$ cat src/pkg/bcer_pkg.sv
// package: constants and types for the bridge clock and error status registers
package bcer_pkg;
// Behaviour
// - output zero disable in bits 1:0; 11 stops it high, other codes toggle
// - outputs one to three use bits 3:2, 5:4, 7:6; all reset enabled
// - clock control bits 13:9 read 0x1F, ignore writes
// - bit 16 records address parity error; bits 16 to 23 write-one-to-clear
// - bit 17 records posted write data parity error on target bus
// - bit 18 records posted write not delivered within retry limit
// - bit 19 records target abort while delivering posted write
// - bit 20 records master abort while delivering posted write
// - bit 21 records delayed write not delivered within retry limit
// - bit 22 records delayed read getting no data within retry limit
// - bit 23 records initiator not repeating delayed transaction before timeout
// - bit 24 reads one while secondary clock stopped, zero while running
// - bit 25 enables secondary clock-run, resets to zero
// - bit 26 zero lets primary clock stop after secondary; one keeps running
// - bit 27 enables primary clock-run, resets to zero
// - mode 0 stops secondary clock only on primary bus request
// - mode 1 stops secondary clock when idle and nothing pending from primary
// - bits 31:29 reserved, read zero, read-only
// - bit 8 and bits 15:14 read zero, ignore writes
// - event drives system error only if enable set and, except for bits 0 and 7 which ignore their disable input, not disabled

    localparam logic [7:0]  OFF_CLK_CTRL  = 8'h68;
    localparam logic [7:0]  OFF_CLK_RUN   = 8'h6C;
    localparam logic [1:0]  CLK_DIS_CODE  = 2'h3;
    localparam logic [7:0]  CLK_DIS_RST   = 8'h00;
    localparam logic [4:0]  CTL_RSVD_VAL  = 5'h1F;
    localparam logic [7:0]  STS_RST       = 8'h00;
    localparam logic [7:0]  DIS_VALID     = 8'h7E;
    localparam int          STS_LSB       = 16;
    localparam int          RUN_STOP_BIT  = 24;
    localparam int          RUN_SEN_BIT   = 25;
    localparam int          RUN_KEEP_BIT  = 26;
    localparam int          RUN_PEN_BIT   = 27;
    localparam int          RUN_MODE_BIT  = 28;
    localparam int          BE_CTL        = 0;
    localparam int          BE_STS        = 2;
    localparam int          BE_RUN        = 3;

    typedef struct packed {
        logic        wr;
        logic        rd;
        logic [7:0]  addr;
        logic [3:0]  be_n;
        logic [31:0] wdata;
    } bcer_cfg_req_t;

    typedef struct packed {
        logic sec_en;
        logic keep_pri;
        logic pri_en;
        logic mode;
    } bcer_run_ctl_t;

    typedef enum logic [1:0] {
        BCER_RUN     = 2'b00,
        BCER_PARK    = 2'b01,
        BCER_STOPPED = 2'b11,
        BCER_WAKE    = 2'b10
    } bcer_run_st_t;
endpackage

$ cat src/logic/bcer_clk_gate.sv
// secondary clock output generators with per-output disable and common stop
`timescale 1ns/1ps
module bcer_clk_gate #(
    parameter int N_OUT = 4
) (
    input  wire logic               i_clk,
    input  wire logic               i_rst_n,
    input  wire logic [2*N_OUT-1:0] i_dis,
    input  wire logic               i_all_stop,
    output logic      [N_OUT-1:0]   o_clk_out
);

    genvar g;
    generate
        for (g = 0; g < N_OUT; g++) begin : g_out
            wire  stop = (i_dis[2*g+1:2*g] == bcer_pkg::CLK_DIS_CODE) | i_all_stop;
            logic clk_q;
            // parked high so the stopped level is a clean high
            always_ff @(posedge i_clk or negedge i_rst_n) begin
                if (!i_rst_n) clk_q <= 1'b1;
                else          clk_q <= stop ? 1'b1 : ~clk_q;
            end
            assign o_clk_out[g] = clk_q;

        end
    endgenerate
endmodule // bcer_clk_gate

$ cat src/logic/bcer_clkrun.sv
// secondary clock-run stop and wake sequencer
`timescale 1ns/1ps
module bcer_clkrun (
    input  wire logic i_clk,
    input  wire logic i_rst_n,
    input  wire logic i_sec_en,
    input  wire logic i_mode,
    input  wire logic i_sec_idle,
    input  wire logic i_pri_req,
    input  wire logic i_pri_pend,
    output logic      o_stopped
);

    bcer_pkg::bcer_run_st_t st_q;
    bcer_pkg::bcer_run_st_t st_d;
    wire stop_ok = i_sec_en & i_sec_idle & (i_mode ? ~i_pri_pend : i_pri_req);

    always_comb begin
        st_d = st_q;
        unique case (st_q)
            bcer_pkg::BCER_RUN:     if (stop_ok) st_d = bcer_pkg::BCER_PARK;
            bcer_pkg::BCER_PARK:    st_d = stop_ok ? bcer_pkg::BCER_STOPPED : bcer_pkg::BCER_RUN;
            bcer_pkg::BCER_STOPPED: if (!stop_ok) st_d = bcer_pkg::BCER_WAKE;
            bcer_pkg::BCER_WAKE:    st_d = bcer_pkg::BCER_RUN;
        endcase
    end

    always_ff @(posedge i_clk or negedge i_rst_n) begin
        if (!i_rst_n) st_q <= bcer_pkg::BCER_RUN;
        else          st_q <= st_d;
    end

    // park covers the clock edge so outputs stop high, not mid-phase
    assign o_stopped = (st_q == bcer_pkg::BCER_PARK) | (st_q == bcer_pkg::BCER_STOPPED);
endmodule // bcer_clkrun

$ cat src/logic/bcer_regs.sv
// clock control, system error reason status and clock-run registers
`timescale 1ns/1ps
module bcer_regs #(
    parameter int N_OUT = 4
) (
    input  wire logic                    i_clk,
    input  wire logic                    i_rst_n,
    input  wire bcer_pkg::bcer_cfg_req_t i_cfg,
    output logic [31:0]                  o_cfg_rdata,
    output logic                         o_cfg_rvalid,
    input  wire logic [7:0]              i_err_event,
    input  wire logic [7:0]              i_event_disable,
    input  wire logic                    i_serr_enable,
    input  wire logic                    i_sec_bus_idle,
    input  wire logic                    i_pri_stop_req,
    input  wire logic                    i_pri_txn_pending,
    output logic                         o_secondary_clock_out_zero,
    output logic                         o_secondary_clock_out_one,
    output logic                         o_secondary_clock_out_two,
    output logic                         o_secondary_clock_out_three,
    output logic                         o_primary_system_error_n_o,
    output logic                         o_primary_system_error_n_oe,
    output logic                         o_pri_clk_stop_ok
);

    // ---- register state
    logic [7:0]              clk_dis_q;
    logic [7:0]              clk_dis_d;
    logic [7:0]              sts_q;
    logic [7:0]              sts_d;
    bcer_pkg::bcer_run_ctl_t run_q;
    bcer_pkg::bcer_run_ctl_t run_d;
    logic                    serr_oe_q;
    logic                    pri_stop_q;
    logic [31:0]             rdata_q;
    logic                    rvalid_q;
    logic                    sec_stopped;
    logic [N_OUT-1:0]        clk_out;

    // ---- address decode
    wire hit_ctl = (i_cfg.addr == bcer_pkg::OFF_CLK_CTRL);
    wire hit_run = (i_cfg.addr == bcer_pkg::OFF_CLK_RUN);

    // ---- byte-lane write strobes, byte enables are active low
    wire wr_ctl = i_cfg.wr & hit_ctl & ~i_cfg.be_n[bcer_pkg::BE_CTL];
    wire wr_sts = i_cfg.wr & hit_ctl & ~i_cfg.be_n[bcer_pkg::BE_STS];
    wire wr_run = i_cfg.wr & hit_run & ~i_cfg.be_n[bcer_pkg::BE_RUN];

    // ---- clock output disable fields
    // byte 1 holds only read-only reserved bits, so it has no strobe
    assign clk_dis_d = wr_ctl ? i_cfg.wdata[7:0] : clk_dis_q;

    // ---- error reason capture
    // address parity and master timeout have no disable bit of their own
    wire [7:0] ev_allowed = i_err_event & ~(i_event_disable & bcer_pkg::DIS_VALID);
    wire [7:0] sts_set    = ev_allowed & {8{i_serr_enable}};
    wire [7:0] sts_clr    = wr_sts ? i_cfg.wdata[bcer_pkg::STS_LSB +: 8] : 8'h00;
    // set wins over a simultaneous clear so no event is lost
    assign sts_d = sts_set | (sts_q & ~sts_clr);

    // ---- clock-run control byte
    wire [31:0] wd = i_cfg.wdata;
    always_comb begin
        run_d = run_q;
        if (wr_run) begin
            run_d.sec_en   = wd[bcer_pkg::RUN_SEN_BIT];
            run_d.keep_pri = wd[bcer_pkg::RUN_KEEP_BIT];
            run_d.pri_en   = wd[bcer_pkg::RUN_PEN_BIT];
            run_d.mode     = wd[bcer_pkg::RUN_MODE_BIT];
        end
    end

    // ---- primary clock stop permission
    wire pri_stop_d = run_q.pri_en & ~run_q.keep_pri & sec_stopped;

    // ---- read data assembly
    wire [31:0] rd_ctl = {8'h00,
                          sts_q,
                          2'b00,
                          bcer_pkg::CTL_RSVD_VAL,
                          1'b0,
                          clk_dis_q};
    wire [31:0] rd_run = {3'b000,
                          run_q.mode,
                          run_q.pri_en,
                          run_q.keep_pri,
                          run_q.sec_en,
                          sec_stopped,
                          24'h00_0000};
    // unmapped offsets answer with zero
    wire [31:0] rd_word = hit_ctl ? rd_ctl : (hit_run ? rd_run : 32'h0000_0000);

    // ---- registers
    always_ff @(posedge i_clk or negedge i_rst_n) begin
        if (!i_rst_n) begin
            clk_dis_q <= bcer_pkg::CLK_DIS_RST;
            sts_q     <= bcer_pkg::STS_RST;
            run_q     <= '0;
        end else begin
            clk_dis_q <= clk_dis_d;
            sts_q     <= sts_d;
            run_q     <= run_d;
        end
    end

    // serr drive goes out in the same cycle the reason bit lands
    always_ff @(posedge i_clk or negedge i_rst_n) begin
        if (!i_rst_n) begin
            serr_oe_q  <= 1'b0;
            pri_stop_q <= 1'b0;
        end else begin
            serr_oe_q  <= |sts_set;
            pri_stop_q <= pri_stop_d;
        end
    end

    always_ff @(posedge i_clk or negedge i_rst_n) begin
        if (!i_rst_n) begin
            rdata_q  <= 32'h0000_0000;
            rvalid_q <= 1'b0;
        end else begin
            rdata_q  <= i_cfg.rd ? rd_word : 32'h0000_0000;
            rvalid_q <= i_cfg.rd;
        end
    end

    // ---- clock-run sequencer
    bcer_clkrun u_clkrun (
        .i_clk      (i_clk),
        .i_rst_n    (i_rst_n),
        .i_sec_en   (run_q.sec_en),
        .i_mode     (run_q.mode),
        .i_sec_idle (i_sec_bus_idle),
        .i_pri_req  (i_pri_stop_req),
        .i_pri_pend (i_pri_txn_pending),
        .o_stopped  (sec_stopped)
    );

    // ---- secondary clock outputs
    bcer_clk_gate #(
        .N_OUT (N_OUT)
    ) u_clk_gate (
        .i_clk      (i_clk),
        .i_rst_n    (i_rst_n),
        .i_dis      (clk_dis_q),
        .i_all_stop (sec_stopped),
        .o_clk_out  (clk_out)
    );

    // ---- outputs
    assign o_secondary_clock_out_zero  = clk_out[0];
    assign o_secondary_clock_out_one   = clk_out[1];
    assign o_secondary_clock_out_two   = clk_out[2];
    assign o_secondary_clock_out_three = clk_out[3];
    // open drain: only ever pulls low
    assign o_primary_system_error_n_o  = 1'b0;
    assign o_primary_system_error_n_oe = serr_oe_q;
    assign o_pri_clk_stop_ok           = pri_stop_q;
    assign o_cfg_rdata                 = rdata_q;
    assign o_cfg_rvalid                = rvalid_q;
endmodule // bcer_regs

$ cat config.mk
export PLATFORM = sky130hd
export DESIGN_NAME = bcer_regs
export DESIGN_NICKNAME = d
export VERILOG_FILES = /design/src/pkg/bcer_pkg.sv /design/src/logic/bcer_clk_gate.sv /design/src/logic/bcer_clkrun.sv /design/src/logic/bcer_regs.sv
export SDC_FILE = /design/constraint.sdc
export NUM_CORES = 1
export LEC_CHECK = 0
export BUFFER_PORTS_ARGS = -buffer_cell sky130_fd_sc_hd__buf_2
export CAP_MARGIN = 10
export CORE_MARGIN = 4
export CORE_UTILIZATION = 41
export CTS_CLUSTER_SIZE = 10
export DETAILED_ROUTE_END_ITERATION = 7
export PLACE_DENSITY = 0.83
export SLEW_MARGIN = 20
export SYNTH_ARGS = -nofsm -noshare
export SYNTH_HDL_FRONTEND = slang
export SYNTH_SLANG_ARGS = --single-unit
$ cat constraint.sdc
create_clock -name i_clk -period 0.85 [get_ports i_clk]
set_input_delay 0.17 -clock i_clk [delete_from_list [all_inputs] [get_ports i_clk]]
set_output_delay 0.17 -clock i_clk [all_outputs]
set_load 0.01 [all_outputs]
==> results of run 1 <==
-- power by group through the flow --
stage | logic, mW | registers [mW] | clock network (mW)
after global routing | 0.566 | 2.52 | 1.76
after floorplan | 0.152 | 2.56 | 0
after detailed placement | 0.418 | 2.55 | 0
final | 0.511 | 2.51 | 1.60
after CTS | 0.490 | 2.51 | 1.63
after global placement | 0.408 | 2.55 | 0
-- cells in the mapped netlist (2+ instances only) --
| cell | count | area, µm² |
|---|---|---|
| nand3_1 | 4 | 20.0 |
| nor2b_1 | 2 | 12.5 |
| dfrtp_1 | 47 | 1180 |
| mux2_2 | 8 | 90.1 |
| nor2_1 | 2 | 7.51 |
| buf_6 | 2 | 22.5 |
| mux2_4 | 4 | 60.1 |
| o21ai_0 | 2 | 10.0 |
| nand3b_1 | 8 | 60.1 |
| dfstp_2 | 4 | 105 |
| o31ai_1 | 11 | 82.6 |
| nand2b_1 | 3 | 18.8 |
| inv_1 | 6 | 22.5 |
| and2_1 | 21 | 131 |
| buf_4 | 12 | 90.1 |
| nand2_1 | 14 | 52.6 |
-- cells by family after synthesis --
logic type             count (synthesis)  synth area share (%)
multiplexers                          12                  7.05
other                                  1                 0.176
flip-flops                            51                  60.2
AND/OR/NAND/NOR                       63                  19.5
buffers and inverters                 22                  6.76
AO/OA/AOI/OAI                         18                  6.35
-- timing repair --
| item | CTS | global route |
|---|---|---|
| setup endpoints to repair | 77 | 82 |
| pin swaps | 6 | 3 |
| hold endpoints to repair | 48 | 0 |
| setup buffers | 6 | 1 |
| hold buffers | 2 | 0 |
| resized for setup | 21 | 12 |
-- path summary, 6_finish.rpt --
path                                          from                        end  cells after the start
worst min-delay path            i_event_disable[2]                   sts_q[2]                      2
worst max-delay path                     i_cfg[37]               clk_dis_q[3]                      5
worst min register to register    u_clkrun.st_q[1]           u_clkrun.st_q[0]                      1
min in group asynchronous                  i_rst_n            o_cfg_rdata[18]                      3
max in group asynchronous                  i_rst_n  u_clk_gate.g_out[0].clk_q                      3
worst max register to register          rd_run[25]           u_clkrun.st_q[0]                      3
-- area by class of cell --
class | count | area [µm²] | share of cell area (%)
clock buffer | 7 | 76.3 | 2.48
clock inverter | 1 | 30.0 | 0.978
inverter | 6 | 22.5 | 0.733
multi-input combinational | 100 | 836 | 27.2
sequential | 51 | 1280 | 41.7
tap | 67 | 83.8 | 2.73
timing repair buffer | 112 | 742 | 24.2
-- stage by stage --
step / instances / hold slack (ps) / setup slack [ps] / util, % / total power, mW
floorplan: 173 / -126 / -660 / - / 2.71
global route: 344 / 66.4 / -422 / 62.9 / 4.84
global placement: 327 / 174 / -750 / 55.5 / 2.96
finish: 344 / 76.6 / -408 / 62.9 / 4.62
CTS: 343 / 66.9 / -397 / 61.2 / 4.63
detailed placement: 327 / 174 / -788 / 55.5 / 2.97
-- layer usage --
| metal | share of wire, % | up-vias | track usage [%] | wire (µm) |
|---|---|---|---|---|
| li1 | - | 767 | - | - |
| met1 | 37 | 745 | 17.3 | 1730 |
| met2 | 55 | 59 | 28.1 | 2630 |
| met3 | 5.8 | 8 | 2.47 | 276 |
| met4 | 2.2 | 0 | 6.42 | 103 |
| met5 | 0 | - | 0 | 0 |
-- flip-flops by register name (all words and copies together) (netlist names) --
name                         flops
u_clk_gate.g_out.clk_q           4
o_cfg_rvalid                     1
sts_q                            8
o_primary_system_error_n_oe      1
o_cfg_rdata                     22
o_pri_clk_stop_ok                1
u_clkrun.st_q                    2
rd_run                           4
clk_dis_q                        8
==> flow_results.org, run 1 <==
** Run status
- The flow ran to the end, but the final reports show violations.
- The checks that failed: setup timing.

** Setup path
- Critical-path maximum fanout :: 8
- On the worst path, the slowest cell contributes a delay of about 400 ps.
- Data on the critical path arrives at its endpoint at 1430 ps.
- Worst path bufs/invs :: 2
- Worst setup EP type :: flop
- Data on the critical path is required at its endpoint by between 1000 and 1500 ps.
- In this run the register-to-register setup slack is -70 ps.
- Grouping stages by cell kind, the critical path spends the most delay in simple AND/OR/NAND/NOR gates.
- CP startpoint kind :: input port
- The largest individual stage delay along the critical path comes from the cell or3b_4.
- Critical-path cell list :: buf_6, or3b_4, nor4_4, buf_6, mux2_2
- Cell mode on critical path :: buf_6
- The worst setup path is of the in2reg kind.

** Routing
- Drt total wl :: ~4700 µm
- The detailed router finished its first iteration with 37 violations.
- DR vias :: 1579
- In the final routed layout, each cell accounts on average for ~14 µm.
- Dividing the detail-routed via count by the number of cells gives roughly 4.6.
- Number of detailed-route iterations in the first pass :: 4
- DR DRC count :: 0
- Antenna Violating Nets Remaining :: 0

** Clock tree
- Clock tree synthesis selected as its root buffer the cell clkbuf_8.
- In this run, CTS created clock tree buffers numbering 5.
- The clock net in this run drives a total of 51 sinks.
- H-tree Lvls :: 2
- Clock tree from TritonCTS :: yes
- Number of buffers on the longest clock path :: 2
- After clock tree synthesis, the clock-pin slew on the worst setup and hold paths is 90 ps.
- Worst-Skew Late Latency :: just under 300 ps

** Finish
- Most frequent standard cell in the layout excluding fill and tap cells :: buf_2
- The final layout contains 344 nets.
- The layout has 401 filler cells.
- Cells with a size suffix above 1 make up a little under three fifths of the layout.
- Area growth syn-to-layout :: 44.3%
- Area of all placed cells without fillers :: roughly 3100 µm²
- The top cell types in the final layout, fill and taps aside, are buf_2 (76), dfrtp_1 (47), and2_1 (20), buf_4 (19), nand2_1 (14).
- 0 antenna diodes ended up in the layout.

** Power and ir drop
- In this run the power density over the cells is 1500 nW/µm².
- Of the total power, the share spent switching nets is a little over a fifth.
- VDD sags by at most ~760 µV.
- The analysis attributes to net switching a power of ~1 mW.
- Sequential group share of total power :: between 50% and 60%
- Share of total power in the clock network :: ~35%
- Power Internal :: roughly 3.6 mW
- Summed over all cells, the static leakage comes to 1.58 nW.
- Combinational cells account for 11.1% of the total power.

** Yosys
- Counting distinct cell types in the post-synthesis netlist gives 33.
- Sequential cells were found to cover 60.2% of the synthesized design area.
- Gate count of the mapped netlist :: between 150 and 200
- Post-synth EDFFs :: 0
- Async S/R FF share, synth :: 100%
- Synth warn :: 0
- Most instantiated flip-flop cell in the synthesis netlist :: dfrtp_1
- Per-instance average area after synthesis :: approximately 13 µm²
- In this run, synthesis produced a sequential element count of 51.
- Syn Std Cell Area :: approximately 2100 µm²

** Floorplanning
- Total Die Area :: approximately 6400 µm²
- Initial core utilization :: between 40% and 50%
- IO Count :: around 110
- X dimension of the die :: 80.1 µm
- Measured along the y axis, the die boundary spans about 80 µm.
- FP Rows :: 25
- In this run the standard cell core region covers 4880 µm².

** STA
- Number of setup violations in the final report :: a little under 80
- Setup ws final :: -408 ps
- The smallest clock period supported by the final layout is computed as roughly 1300 ps.
- Fin. max-slew vios :: 0
- The clock arrives with between 5 and 6 ps of skew.
- Derived from the worst setup path, the maximum achievable clock frequency is 795 MHz.
- Setup repair after global routing missed its margin :: yes
- Number of endpoints with negative hold slack in the final report :: 0
- Final sum of negative setup slack :: -17230 ps
- In the finished design, the share of the clock period the worst path needs comes to 148%.

** Global routing
- Entering global routing, the biggest net connects between 50 and 60 pins.
- The number of antenna violations at the first check in global routing was 0.
- Total global routing overflow :: 0
- Wire length of the first global-routing pass :: 7420 µm
- In the global route stage, overall resource usage came out at approximately 15%.
- The number of global-route vias before repair came to around 1.7k.

** Placed design
- Number of buffers added on ports :: 85
- Weighted congestion reported at the end of routability-driven placement :: 0.842
- Final HPWL from detailed placement :: roughly 3500 µm
- The placed instances occupy a cell area of ~2700 µm².

** Run
- The tool flagged a number of max-cap violations equal to 0.

** Hold path
- Type of the worst min-delay path :: in2reg
(Power assumes the default switching activity.)
==> inputs of run 2 (changes only) <==
--- a/config.mk
+++ b/config.mk
@@ -7,11 +7,13 @@
 export LEC_CHECK = 0
 export BUFFER_PORTS_ARGS = -buffer_cell sky130_fd_sc_hd__buf_2
 export CAP_MARGIN = 10
+export CORE_ASPECT_RATIO = 0.7
 export CORE_MARGIN = 4
 export CORE_UTILIZATION = 41
 export CTS_CLUSTER_SIZE = 10
 export DETAILED_ROUTE_END_ITERATION = 7
-export PLACE_DENSITY = 0.83
+export PLACE_DENSITY = 0.82
+export SETUP_SLACK_MARGIN = 0.2
 export SLEW_MARGIN = 20
 export SYNTH_ARGS = -nofsm -noshare
 export SYNTH_HDL_FRONTEND = slang
==> run 2 against run 1 <==
Effect of this change:
- combinational power increased by 7.2%
- via count increased by 1.5%
- the run ends with hold timing, setup timing left
- largest power group unchanged
- final cell count decreased by 0.29%
- largest cell class unchanged
==> flow_results.org, run 2 (synthesized netlist as in run 1, its figures left out) <==
** Run status
- The run finished, with violations left.
- Failing checks :: hold timing, setup timing

** Setup path
- Critical path's slowest cell :: or4_4
- The largest fanout on the critical path was 4 (-4).
- Critical path type :: in2reg
- STA classifies the critical path startpoint as an input port.
- The arrival time of data at the critical path endpoint came to 1400 ps (-30 ps).
- Worst reg2reg startpoint :: rd_run[25]
- Worst setup EP type :: flop
- Longest individual stage delay on the worst path :: 570 ps (+170 ps)
- In this run the worst setup path begins at i_cfg[36].
- Critical Path RT :: 1050 ps (+30 ps)
- Walking the worst path, the cells encountered are buf_6, or2_4, or4_4, mux2_4.

** STA
- The minimum clock period is 1210 ps (-49.7 ps).
- The peak clock frequency supported by timing is 828 MHz (+4.1%).
- The maximum clock skew at final layout is 7.20 ps (+1.69 ps).
- Final sum of negative setup slack :: -17750 ps (-518 ps)
- Number of setup violations in the final report :: 77 (unchanged)
- The final worst hold slack came to -150 ps (-226 ps).
- Ratio of final minimum period to clock period :: 142% (-5.8 points)
- The number of max-slew violations in the final report is 0 (unchanged).
- Setup ws final :: -358 ps (+49.7 ps)
- Setup repair after global routing could not meet its margin everywhere.
- The count of endpoints failing hold in the final timing report is 47 (+47).

** Finish
- The post-route core utilization was 65.7% (+2.8 points).
- Commonest non-fill, non-tap cells in the layout :: buf_2 (74), dfrtp_1 (46), buf_6 (21), and2_1 (16), nand2_1 (14)
- The filler cell count is 402 (+0.25%).
- The antenna cell count was 0 (unchanged).
- Most frequent standard cell in the layout excluding fill and tap cells :: buf_2
- The area of the multi-input gates came to 952 µm² (+14%).
- Share of post-route cells with drive strength above 1 :: 61.3% (+6.1 points)
- The number of nets in the finished design is 341 (-0.87%).
- The flip-flop count of the largest register, all copies and words added was 22 (unchanged).
- Sequential cell area :: 1280 µm² (about the same)
- Area of all placed cells without fillers :: 3210 µm² (+4.6%)
- Area growth syn-to-layout :: 51.0%
- The final standard cell count with taps included and fillers excluded was 343 (-0.29%).

** Floorplanning
- Total Die Area :: 6430 µm² (+0.28%)
- Initial core utilization :: 43.5% (-0.067 points)
- The standard-cell row count came to 21 (-16%).
- X dimension of the die :: 94.1 µm (+18%)
- Die Span Y :: 68.3 µm (-15%)
- The area of the placeable core came to 4890 µm² (+0.15%).
- IO Count :: 108 (unchanged)

** Clock tree
- Post-CTS clock slew at the launch and capture registers of the worst setup and hold paths :: 100 ps (about the same)
- Number of buffers added to fix hold violations after cts :: 1 (-1)
- TritonCTS built the clock tree.
- H-tree Lvls :: 2 (unchanged)
- The number of buffers inserted during clock tree synthesis was 5 (unchanged).
- The latest clock arrival within the worst-skew pair is 300 ps (about the same).
- The number of sinks on the clock net was 51 (unchanged).
- Number of buffers on the longest clock path :: 2 (unchanged)
- Clock tree root driver cell :: clkbuf_8

** Placed design
- Placed Cells :: 325 (-0.61%)
- The pre-CTS setup slack came to -809 ps (-20.1 ps).
- Final HPWL from detailed placement :: 3640 µm (+3.8%)
- Weighted congestion reported at the end of routability-driven placement :: 0.792 (-6.0%)
- Number of buffers added on ports :: 85 (unchanged)
- The placed standard-cell area is 2670 µm² (-1.4%).

** Power and ir drop
- Pwr per Cell Area :: 1480 nW/µm² (-1.5%)
- Peak ir drop on the vdd network :: 861 µV (+13%)
- The static leakage was 1.63 nW (+2.9%).
- PnR Total Power :: 4.76 mW (+3.1%)

** Routing
- The detail-routed via count per cell was 4.67 (+1.8%).
- DR DRC count :: 0 (unchanged)
- Routed length per placed instance :: 15.4 µm (+12%)
- The aggregate routed wire length came to 5290 µm (+12%).
- The iteration-0 DRC count of the detailed router came to 53 (+43%).
- Antenna Violating Nets Remaining :: 0 (unchanged)
- The vias after detailed routing was 1602 (+1.5%).
- The number of optimization iterations in the first detailed-route pass is 4 (unchanged).

** Global routing
- GR Util All Layers :: 16.8% (+1.5 points)
- The number of global-route vias before repair came to 1637 (-0.79%).
- Wire length of the first global-routing pass :: 8050 µm (+8.4%)
- The total overflow reported by the global router came to 0 (unchanged).
- The number of antenna violations at the first check in global routing is 0 (unchanged).
- Maximum number of pins on one net before global-route repair :: 52 (unchanged)

** Hold path
- Type of the worst min-delay path :: in2async

** Run
- Count of max-cap constraint violations :: 0 (unchanged)
==> run 2: cell type report <==
class / instances / share of cell area, %
Multi-Input combinational cell: 100 / 29.6
Tap cell: 69 / 2.69
Sequential cell: 51 / 39.9
Clock inverter: 3 / 1.44
Inverter: 6 / 0.779
Timing Repair Buffer: 109 / 23.4
Clock buffer: 5 / 2.14
==> run 2: repair_timing <==
action	in CTS	in global routing
buffers inserted	5	3
gates cloned	1	0
resized for setup	52	18
endpoints found under the hold margin	48	47
pin swaps	8	8
endpoints found under the setup margin	83	83
==> run 2: report_power, final <==
part / leakage (nW) / internal (mW) / switching, mW
Combinational: 0.924 / 0.294 / 0.254
Clock: 0.0548 / 0.887 / 0.807
Sequential: 0.648 / 2.48 / 0.0335
Total: 1.63 / 3.66 / 1.09
==> run 2: worst paths after layout <==
kind,slack (ps),cells past startpoint,endpoint
max,-360,4,rd_run[25]
min,-150,2,clk_dis_q[3]
max reg2reg,-70,3,u_clkrun.st_q[0]
min reg2reg,470,1,u_clkrun.st_q[0]
max in group asynchronous,730,2,u_clk_gate.g_out[1].clk_q
min in group i_clk,80,2,sts_q[3]
==> run 2: worst max-delay path: cells and delay by family <==
kind | cells | cell delay [ps]
AND/OR/NAND/NOR | 2 | 820
buffers and inverters | 1 | 100
multiplexers | 1 | 320
==> run 2: layer usage <==
layer / global-route usage (%) / share of wire (%)
met1: 20.7 / 43
met2: 29.3 / 50
met3: 4.51 / 6.6
met4: 4.86 / 0.62
met5: 0 / 0
